<file path="config.mk">
export PLATFORM = sky130hd
export DESIGN_NAME = ecam_root_port_config_router
export DESIGN_NICKNAME = d
export VERILOG_FILES = /design/src/rtl/ecam_router_pkg.sv /design/src/rtl/ecam_addr_decode.sv /design/src/rtl/ecam_root_port_config_router.sv
export VERILOG_INCLUDE_DIRS = /design/src /design/src/rtl
export SDC_FILE = /design/constraint.sdc
export NUM_CORES = 2
export LEC_CHECK = 0
export ABC_AREA = 1
export BUFFER_PORTS_ARGS = -buffer_cell sky130_fd_sc_hd__buf_2
export CAP_MARGIN = 20
export CORE_AREA = 2 2 278 280
export DETAILED_ROUTE_END_ITERATION = 12
export DIE_AREA = 0 0 280 282
export GPL_TIMING_DRIVEN = 0
export PLACE_DENSITY = 0.67
export SETUP_SLACK_MARGIN = 0.3
export SLEW_MARGIN = 20
export SYNTH_ARGS = -nofsm -noshare
export SYNTH_HDL_FRONTEND = slang
export SYNTH_SLANG_ARGS = --single-unit
</file>
<file path="constraint.sdc">
create_clock -name clk -period 2.5 [get_ports clk]
set_input_delay 0 -clock clk [delete_from_list [all_inputs] [get_ports clk]]
set_output_delay 0 -clock clk [all_outputs]
set_load 0.05 [all_outputs]
</file>
<file path="src/rtl/ecam_router_defines.svh">
// Constants of the configuration router: address fields, register offsets, reset values
`ifndef ECAM_ROUTER_DEFINES_SVH
`define ECAM_ROUTER_DEFINES_SVH

// ----------------------------------------
// Address fields
// ----------------------------------------
`define ECAM_BUS_LSB      20
`define ECAM_DEV_MSB      19
`define ECAM_DEV_LSB      15
`define ECAM_FN_MSB       14
`define ECAM_FN_LSB       12
`define ECAM_EXT_MSB      11
`define ECAM_EXT_LSB      8
`define ECAM_REG_MSB      7
`define ECAM_REG_LSB      2
`define ECAM_BYTE_MSB     1

// ----------------------------------------
// Root port header, dword indices
// ----------------------------------------
`define CFG_IDX_ID        5'd0
`define CFG_IDX_CMD       5'd1
`define CFG_IDX_CLASS     5'd2
`define CFG_IDX_HDR       5'd3
`define CFG_IDX_BUS       5'd6
`define CFG_IDX_MEMWIN    5'd8
`define CFG_IDX_PREFWIN   5'd9
`define CFG_IDX_CAPPTR    5'd13
`define CFG_IDX_BRCTL     5'd15
`define CFG_IDX_EXPCAP    5'd16
`define CFG_IDX_DEVCTL    5'd18
`define CFG_IDX_ROOTCTL   5'd23
`define CFG_DWORDS        24

// ----------------------------------------
// Reset values and writable masks
// ----------------------------------------
`define CFG_RST_CLASS     32'h0604_0000
`define CFG_RST_HDR       32'h0001_0000
`define CFG_RST_BUS       32'h00FF_0100
`define CFG_RST_WIN       32'h0000_FFF0
`define CFG_RST_CAPPTR    32'h0000_0040
`define CFG_RST_EXPCAP    32'h0042_0010
`define CFG_RST_ROOTCTL   32'h0001_0000
`define CFG_WM_CMD        32'h0000_0147
`define CFG_WM_HDR        32'h0000_00FF
`define CFG_WM_BUS        32'h00FF_FFFF
`define CFG_WM_WIN        32'hFFF0_FFF0
`define CFG_WM_BRCTL      32'h003F_00FF
`define CFG_WM_DEVCTL     32'h0000_00FF
`define CFG_WM_ROOTCTL    32'h0000_001F

// ----------------------------------------
// Field bits and fixed data
// ----------------------------------------
`define DEVCTL_UR_REPORT  3
`define ROOTCTL_CRS_VIS   4
`define ALL_ONES          32'hFFFF_FFFF
`define CRS_VISIBLE_DATA  32'hFFFF_0001

`endif

</file>
<file path="src/rtl/ecam_router_pkg.sv">
// Types shared by the configuration router modules
package ecam_router_pkg;

	typedef enum logic [1:0] {
		CPL_OK    = 2'h0,
		CPL_UR    = 2'h1,
		CPL_CRS   = 2'h2,
		CPL_ABORT = 2'h3
	} cplStatus_t;

	typedef enum logic [1:0] {
		DN_CFG0 = 2'h0,
		DN_CFG1 = 2'h1,
		DN_MEM  = 2'h2
	} dnKind_t;

	typedef struct packed {
		logic [31:0] addr;
		logic        write;
		logic [1:0]  size;
		logic [31:0] wdata;
	} upReq_t;

	typedef struct packed {
		logic [31:0] rdata;
		logic        ur;
		logic [15:0] cplId;
	} upRsp_t;

	typedef struct packed {
		dnKind_t     kind;
		logic        write;
		logic [7:0]  bus;
		logic [7:0]  devFn;
		logic [9:0]  regNum;
		logic [31:0] addr;
		logic [3:0]  be;
		logic [31:0] wdata;
		logic [15:0] reqId;
	} dnReq_t;

	typedef struct packed {
		cplStatus_t  status;
		logic [31:0] rdata;
	} dnCpl_t;

	typedef struct packed {
		logic        inRegion;
		logic [7:0]  bus;
		logic [4:0]  dev;
		logic [2:0]  fn;
		logic [7:0]  devFn;
		logic [3:0]  extReg;
		logic [5:0]  regNum;
		logic [1:0]  byteSel;
	} ecamFields_t;

endpackage

</file>
<file path="src/rtl/ecam_addr_decode.sv">
// Splits a processor address into configuration address fields
`timescale 1ns/1ps
`include "ecam_router_defines.svh"

module ecam_addr_decode
	import ecam_router_pkg::*;
#(
	parameter int          BUS_BITS = 8,
	parameter logic [31:0] BASE     = 32'h4000_0000
)(
	// Address in
	input  wire logic [31:0] addr,
	input  wire logic        ariBus,
	// Fields out
	output ecamFields_t      fields
);

	localparam int TOP = `ECAM_BUS_LSB + BUS_BITS;

	always_comb
	begin
		fields          = '0;
		// One region holds the root port and its whole hierarchy
		fields.inRegion = (addr[31:TOP] == BASE[31:TOP]);
		fields.bus      = 8'(addr[TOP-1:`ECAM_BUS_LSB]);
		fields.dev      = addr[`ECAM_DEV_MSB:`ECAM_DEV_LSB];
		fields.fn       = addr[`ECAM_FN_MSB:`ECAM_FN_LSB];
		fields.extReg   = addr[`ECAM_EXT_MSB:`ECAM_EXT_LSB];
		fields.regNum   = addr[`ECAM_REG_MSB:`ECAM_REG_LSB];
		fields.byteSel  = addr[`ECAM_BYTE_MSB:0];
		if (ariBus)
		begin
			// Device field folds into an 8-bit function number
			fields.dev   = 5'h0_0;
			fields.devFn = addr[`ECAM_DEV_MSB:`ECAM_FN_LSB];
		end
		else
		begin
			fields.devFn = {fields.dev, fields.fn};
		end
	end

endmodule

</file>
<file path="src/rtl/ecam_root_port_config_router.sv">
// Root port router: configuration decode, local header, downstream routing, memory windows
`timescale 1ns/1ps
`include "ecam_router_defines.svh"

module ecam_root_port_config_router
	import ecam_router_pkg::*;
#(
	parameter int          BUS_BITS  = 8,
	parameter logic [31:0] ECAM_BASE = 32'h4000_0000,
	parameter logic [31:0] ID_VALUE  = 32'h0001_1234 // Arbitrary identity value
)(
	// Clock and reset
	input  wire logic clk,
	input  wire logic nrst,
	// Processor requests
	input  wire logic reqValid,
	output logic      reqReady,
	input  upReq_t    req,
	// Processor responses
	output logic      rspValid,
	output upRsp_t    rsp,
	// Downstream requests
	output logic      dnValid,
	input  wire logic dnReady,
	output dnReq_t    dn,
	// Downstream completions
	input  wire logic cplValid,
	input  dnCpl_t    cpl,
	// Link state
	input  wire logic dlDown,
	input  wire logic secondaryAri,
	// Error report
	output logic      errReport
);

	// ----------------------------------------
	// State and storage
	// ----------------------------------------
	typedef enum logic [3:0] {
		ST_IDLE  = 4'b0001,
		ST_ISSUE = 4'b0010,
		ST_WAIT  = 4'b0100,
		ST_RESP  = 4'b1000
	} state_t;

	state_t      state_q,   state_d;
	dnReq_t      dn_q,      dn_d;
	logic [31:0] rspData_q, rspData_d;
	logic        rspUr_q,   rspUr_d;
	logic        err_q,     err_d;
	logic [31:0] cfg_q [`CFG_DWORDS];
	logic [31:0] cfg_d [`CFG_DWORDS];

	ecamFields_t f;
	logic [7:0]  primBus;
	logic [7:0]  secBus;
	logic [7:0]  subBus;
	logic [15:0] ownId;
	logic [3:0]  be;
	logic        beOk;
	logic        inWindow;
	logic        urReport;
	logic        crsVis;
	logic [9:0]  dwIdx;

	// ----------------------------------------
	// Header reset values and write masks
	// ----------------------------------------
	function automatic logic [31:0] cfgReset(input int idx);
		case (5'(idx))
			`CFG_IDX_ID:      cfgReset = ID_VALUE;
			`CFG_IDX_CLASS:   cfgReset = `CFG_RST_CLASS;
			`CFG_IDX_HDR:     cfgReset = `CFG_RST_HDR;
			`CFG_IDX_BUS:     cfgReset = `CFG_RST_BUS;
			`CFG_IDX_MEMWIN:  cfgReset = `CFG_RST_WIN;
			`CFG_IDX_PREFWIN: cfgReset = `CFG_RST_WIN;
			`CFG_IDX_CAPPTR:  cfgReset = `CFG_RST_CAPPTR;
			`CFG_IDX_EXPCAP:  cfgReset = `CFG_RST_EXPCAP;
			`CFG_IDX_ROOTCTL: cfgReset = `CFG_RST_ROOTCTL;
			default:          cfgReset = 32'h0000_0000;
		endcase
	endfunction

	// Read-only bits are zero in the mask
	function automatic logic [31:0] cfgMask(input int idx);
		case (5'(idx))
			`CFG_IDX_CMD:     cfgMask = `CFG_WM_CMD;
			`CFG_IDX_HDR:     cfgMask = `CFG_WM_HDR;
			`CFG_IDX_BUS:     cfgMask = `CFG_WM_BUS;
			`CFG_IDX_MEMWIN:  cfgMask = `CFG_WM_WIN;
			`CFG_IDX_PREFWIN: cfgMask = `CFG_WM_WIN;
			`CFG_IDX_BRCTL:   cfgMask = `CFG_WM_BRCTL;
			`CFG_IDX_DEVCTL:  cfgMask = `CFG_WM_DEVCTL;
			`CFG_IDX_ROOTCTL: cfgMask = `CFG_WM_ROOTCTL;
			default:          cfgMask = 32'h0000_0000;
		endcase
	endfunction

	// Inclusive window check, 1 MB granularity
	function automatic logic inWin(input logic [31:0] a, input logic [31:0] w);
		inWin = (a >= {w[15:4], 20'h0_0000}) && (a <= {w[31:20], 20'hF_FFFF});
	endfunction

	// ----------------------------------------
	// Address decode
	// ----------------------------------------
	ecam_addr_decode #(
		.BUS_BITS (BUS_BITS),
		.BASE     (ECAM_BASE)
	) u_decode (
		.addr   (req.addr),
		.ariBus (secondaryAri && (req.addr[`ECAM_BUS_LSB+BUS_BITS-1:`ECAM_BUS_LSB] ==
		         BUS_BITS'(cfg_q[`CFG_IDX_BUS][15:8]))),
		.fields (f)
	);

	assign primBus  = cfg_q[`CFG_IDX_BUS][7:0];
	assign secBus   = cfg_q[`CFG_IDX_BUS][15:8];
	assign subBus   = cfg_q[`CFG_IDX_BUS][23:16];
	assign ownId    = {primBus, 8'h00};
	assign urReport = cfg_q[`CFG_IDX_DEVCTL][`DEVCTL_UR_REPORT];
	assign crsVis   = cfg_q[`CFG_IDX_ROOTCTL][`ROOTCTL_CRS_VIS];
	assign dwIdx    = {f.extReg, f.regNum};
	assign inWindow = inWin(req.addr, cfg_q[`CFG_IDX_MEMWIN]) ||
	                  inWin(req.addr, cfg_q[`CFG_IDX_PREFWIN]);

	// Byte enables from size and offset; unaligned or wide sizes refused in the configuration region, memory window requests go down with these enables unchecked
	always_comb
	begin
		be   = 4'h0;
		beOk = 1'b1;
		case (req.size)
			2'd0: be = 4'b0001 << req.addr[1:0];
			2'd1: be = req.addr[0] ? 4'h0 : (4'b0011 << req.addr[1:0]);
			2'd2: be = (req.addr[1:0] == 2'd0) ? 4'hF : 4'h0;
			default: be = 4'h0;
		endcase
		if (be == 4'h0)
		begin
			beOk = 1'b0;
		end
	end

	// ----------------------------------------
	// Next-state logic
	// ----------------------------------------
	always_comb
	begin
		logic [31:0] wm;
		wm        = 32'h0000_0000;
		state_d   = state_q;
		dn_d      = dn_q;
		rspData_d = rspData_q;
		rspUr_d   = 1'b0;
		err_d     = 1'b0;
		cfg_d     = cfg_q;
		reqReady  = (state_q == ST_IDLE);
		case (state_q)
			ST_IDLE:
			begin
				if (reqValid)
				begin
					// Default answer: all ones, silent completion for writes
					rspData_d    = `ALL_ONES;
					state_d      = ST_RESP;
					dn_d         = '0;
					dn_d.write   = req.write;
					dn_d.bus     = f.bus;
					dn_d.devFn   = f.devFn;
					dn_d.regNum  = dwIdx;
					dn_d.addr    = req.addr;
					dn_d.be      = be;
					dn_d.wdata   = req.wdata;
					dn_d.reqId   = ownId;
					if (f.inRegion)
					begin
						if (!beOk)
						begin
							rspData_d = `ALL_ONES;
						end
						else if (f.bus == primBus)
						begin
							if (f.dev == 5'h0_0 && f.fn == 3'h0)
							begin
								// Consumed locally, never sent down
								rspData_d = (dwIdx < 10'(`CFG_DWORDS)) ?
								            cfg_q[dwIdx[4:0]] : 32'h0000_0000;
								if (req.write && dwIdx < 10'(`CFG_DWORDS))
								begin
									wm = cfgMask(int'(dwIdx[4:0])) &
									     {{8{be[3]}}, {8{be[2]}}, {8{be[1]}}, {8{be[0]}}};
									cfg_d[dwIdx[4:0]] = (cfg_q[dwIdx[4:0]] & ~wm) |
									                    (req.wdata & wm);
								end
							end
							else
							begin
								err_d = urReport && !req.write;
							end
						end
						else if (dlDown && (f.bus >= secBus) && (f.bus <= subBus))
						begin
							err_d = urReport && !req.write;
						end
						else if (f.bus == secBus)
						begin
							if (secondaryAri || f.dev == 5'h0_0)
							begin
								dn_d.kind = DN_CFG0;
								state_d   = ST_ISSUE;
							end
							else
							begin
								err_d = urReport && !req.write;
							end
						end
						else if ((f.bus > secBus) && (f.bus <= subBus))
						begin
							dn_d.kind = DN_CFG1;
							state_d   = ST_ISSUE;
						end
					end
					else if (inWindow)
					begin
						dn_d.kind = DN_MEM;
						state_d   = ST_ISSUE;
					end
					else
					begin
						rspUr_d = 1'b1;
						err_d   = urReport;
					end
				end
			end
			ST_ISSUE:
			begin
				if (dnReady)
				begin
					// Posted memory writes finish once taken
					if (dn_q.kind == DN_MEM && dn_q.write)
					begin
						rspData_d = 32'h0000_0000;
						state_d   = ST_RESP;
					end
					else
					begin
						state_d = ST_WAIT;
					end
				end
			end
			ST_WAIT:
			begin
				if (cplValid)
				begin
					state_d   = ST_RESP;
					rspData_d = `ALL_ONES;
					case (cpl.status)
						CPL_OK:
						begin
							rspData_d = cpl.rdata;
						end
						CPL_UR:
						begin
							rspUr_d = (dn_q.kind == DN_MEM);
							err_d   = urReport && !dn_q.write;
						end
						CPL_CRS:
						begin
							// With CRS visibility on, any full read of dword 0 sees the retry pattern; other configuration requests retry, other memory requests get all ones
							if (crsVis && !dn_q.write && dn_q.regNum == 10'h000 &&
							    dn_q.be == 4'hF)
							begin
								rspData_d = `CRS_VISIBLE_DATA;
							end
							else if (dn_q.kind != DN_MEM)
							begin
								state_d = ST_ISSUE;
							end
						end
						default:
						begin
							rspData_d = `ALL_ONES;
						end
					endcase
				end
				else if (dlDown && dn_q.kind != DN_MEM)
				begin
					// Lost completion behind a dropped link
					rspData_d = `ALL_ONES;
					err_d     = urReport && !dn_q.write;
					state_d   = ST_RESP;
				end
			end
			ST_RESP:
			begin
				rspUr_d = rspUr_q;
				state_d = ST_IDLE;
			end
			default:
			begin
				state_d = ST_IDLE;
			end
		endcase
	end

	// ----------------------------------------
	// Registers
	// ----------------------------------------
	// Header resets to a usable bus range so probing works at once
	always_ff @(posedge clk or negedge nrst)
	begin
		if (!nrst)
		begin
			state_q   <= ST_IDLE;
			dn_q      <= '0;
			rspData_q <= 32'h0000_0000;
			rspUr_q   <= 1'b0;
			err_q     <= 1'b0;
			for (int i = 0; i < `CFG_DWORDS; i++)
			begin
				cfg_q[i] <= cfgReset(i);
			end
		end
		else
		begin
			state_q   <= state_d;
			dn_q      <= dn_d;
			rspData_q <= rspData_d;
			rspUr_q   <= rspUr_d;
			err_q     <= err_d;
			cfg_q     <= cfg_d;
		end
	end

	// ----------------------------------------
	// Outputs
	// ----------------------------------------
	assign dnValid   = (state_q == ST_ISSUE);
	assign dn        = dn_q;
	assign rspValid  = (state_q == ST_RESP);
	assign rsp.rdata = rspData_q;
	assign rsp.ur    = rspUr_q;
	assign rsp.cplId = ownId;
	assign errReport = err_q;

endmodule

</file>
==> out/qor.yml <==
drt:
  wl_um: 113000
  via_per_inst: 5.28
  vias: 29600
  drcViolationCount: 0
  firstDrtPassIters: 6
  drtIter0Drc: 2716
  wl_per_cell_um: 20.3
  ant_nets: 0
cts:
  clockBufferDepth: 3
  root_buffer: "clkbuf_16"
  path_clk_slew_ps: 60
  cts_buffers: 92
  cts_tree: "yes"
  insertion_delay_ps: 670
  cts_sinks: 885
  ctsHtreeMaxLevel: 3
  cts-hold-fix-buffers: 111
worst_setup_path:
  crit_path_end_kind: "flip-flop"
  reg2reg_depth: 14
  r2r_slack_ps: 150
  crit_buf_inv: 4
  r2r-start: "cfg_q[559]"
  cp-start-kind: "flip-flop"
  endpoint: "cfg_q[647]"
  critical_path_depth: 14
  reg2reg_to: "cfg_q[647]"
  cp_slowest_stage_delay_ps: 380
  cpLargestDelayFamily: "simple AND/OR/NAND/NOR gates"
  worstPathArrival_ps: 2860
  critPathKind: "reg -> reg"
  cp_slowest_cell: "dfrtp_1"
  path_max_fanout: 8
  cp.required_ps: 3020
  path_cells: "inv_2 > ha_4 > nand2_2 > nor2_4 > nand3_2 > nand2_2 > nand4_1 > nor2_4 > buf_12 > buf_12 > nand3_4 > buf_8 > nand2_2 > o21ai_2"
  cp_common_cell: "nand2_2"
  worstSetupStartpoint: "cfg_q[559]"
synthesis:
  postSynthAreaPerCell_um2: 9.20
  yosysWarningCount: 0
  synth_fa_ha_area_frac: 0.0217
  synth_most_common_cell: "nand2_1"
  synth.distinct_cells: 40
  synth_common_cells: "1086 x nand2_1, 836 x dfrtp_1, 725 x clkbuf_1"
  synthSimpleGateAreaFrac: 0.142
  syn_inst: 4021
  ys_ff_latch: 885
  synth-xor-area-share: 0.00166
  async_reset_ff_frac: 1.00
  synth-main-ff-cell: "dfrtp_1"
  synth_edf_count: 0
  yosysTopAreaCell: "dfrtp_1"
  synth_top_family_by_area: "simple AND/OR/NAND/NOR gates"
  muxShareOfSynthArea: 0
  synth_compound_area_frac: 0.119
  ys_seq_area_frac: 0.600
  yosys-top-cells-area: "dfrtp_1 57%, nand2_1 11%, a22oi_1 7.8%"
  syn_area_um2: 37000
  synth_top_area_frac: 0.566
die:
  pin_count: 274
  core-area_um2: 75700
  die_area_um2: 79000
  die_y_um: 282
  initial_core_util: 0.489
  rows: 101
  die_w_um: 280
global_route:
  grt_pass1_vias: 28600
  grt_usage: 0.286
  grt_pass1_wl_um: 170000
  grt.overflow.total: 0
  grt_max_degree: 145
  antenna_found_initial: 3
sta:
  tns_ps: 0
  fmax_ghz: 0.426
  hold_slack_ps: -600
  slew_headroom: 0.391
  period_needed_ps: 2350
  rsz0062_at_grt: "true"
  skew_ps: 32.8
  worst_pin_slew_ps: 909
  finalSetupViolCount: 0
  finalMaxSlewViolations: 0
  finalHoldViolations: 178
  period_share: 0.939
placement:
  io_buffer_count: 257
  dpl.hpwl_um: 80600
  routabilityCongestion: 0.946
  dpl_cell_area_um2: 39800
finish:
  synthToLayoutAreaGrowth_pct: 23.1
  layout-drive-gt1-share: 0.182
  fin_area_um2: 45500
  final_nets: 4713
run:
  maxCapViolations: 0
power:
  vdd_ir_drop_max_mv: 0.552
  power_density_nw_per_um2: 872
  p_leak_nw: 23.0
outcome:
  violations: "negative hold slack"
  status: "complete, but fails checks"
hold_path:
  hold_path.class: "in -> async"
-- routing by layer --
metal  global-route usage  vias up  part of all wire
li1                     -    13500                 -
met1                0.393    14600              0.42
met2                0.435     1203              0.44
met3               0.0643      275             0.089
met4                0.129        2             0.048
met5                    0        -          0.000079
-- cell families after synthesis --
family	count (synthesis)
flops	885
other cells	1
simple gates	1331
buf+inv	1060
compound gates	673
xor+xnor	7
fa+ha+maj	64
-- registers in the layout, summed over array words and instances (netlist names) --
| name | count |
|---|---|
| rsp | 8 |
| errReport | 1 |
| state_q | 4 |
| rspData_q | 32 |
| dn | 79 |
| rspUr_q | 1 |
| cfg_q | 760 |
-- final cells by class --
class / instances / area [um2]
Tap cell: 978 / 1220
Antenna cell: 1 / 2.50
Fill cell: 6347 / 30200
Clock buffer: 137 / 2750
Clock inverter: 34 / 607
Multi-Input combinational cell: 2093 / 11200
Buffer: 867 / 3770
Timing Repair Buffer: 409 / 3040
Sequential cell: 885 / 22200
Inverter: 193 / 746
-- what timing repair did --
item / in CTS / in global routing
cloned: 9 / 1
buffers inserted: 14 / 12
hold endpoints to repair: 321 / 128
resized for setup: 118 / 187
pin swaps: 8 / 17
setup endpoints to repair: 167 / 177
-- worst register-to-register path: cells and delay by family, from the launching register on --
family,cells,cell delay (ps)
and+or+nand+nor,8,900
adders and majority gates,1,280
buffers and inverters,4,590
DFF,1,380
AOI/OAI and AO/OA,1,40
-- per-stage QoR --
stage,power [W],setup slack (ps),std cells,util
2_1_floorplan,0.0218,400,4036,-
6_report,0.0397,153,5597,0.602
3_5_place_dp,0.0247,-671,5278,0.525
5_1_grt,0.0411,68.6,5597,0.602
4_1_cts,0.0397,234,5583,0.593
3_3_place_gp,0.0246,-17310,5271,0.523
-- report_power, final --
| group | internal (W) | switching (W) |
|---|---|---|
| sequential | 0.0152 | 0.000621 |
| combinational | 0.00202 | 0.00696 |
| clock | 0.00911 | 0.00587 |
-- placed cells by master, fill, tap and decap left out, types with 18 or more instances in the layout --
cell type,n
dfstp_2,49
a21oi_1,125
a22oi_1,384
o21ai_1,65
clkbuf_8,25
nand2_4,18
o21ai_2,38
nand2_2,54
nand3_1,60
inv_1,175
clkbuf_16,96
dlygate4sd3_1,111
nand2_1,1014
nor2_1,125
buf_2,325
o21ai_0,47
clkbuf_1,720
ha_1,61
buf_4,68
dfrtp_1,830
-- how the worst min path moves through the flow --
stage                       start  depth (start not counted)    endpoint
after floorplan              nrst                          0    cfg_q[0]
after global placement    req[27]                          3      dn[43]
after detailed placement     nrst                          2  cfg_q[366]
after CTS                    nrst                          2  cfg_q[366]
after global routing         nrst                          2  cfg_q[366]
final                        nrst                          2  cfg_q[366]
(Power assumes the default switching activity.)
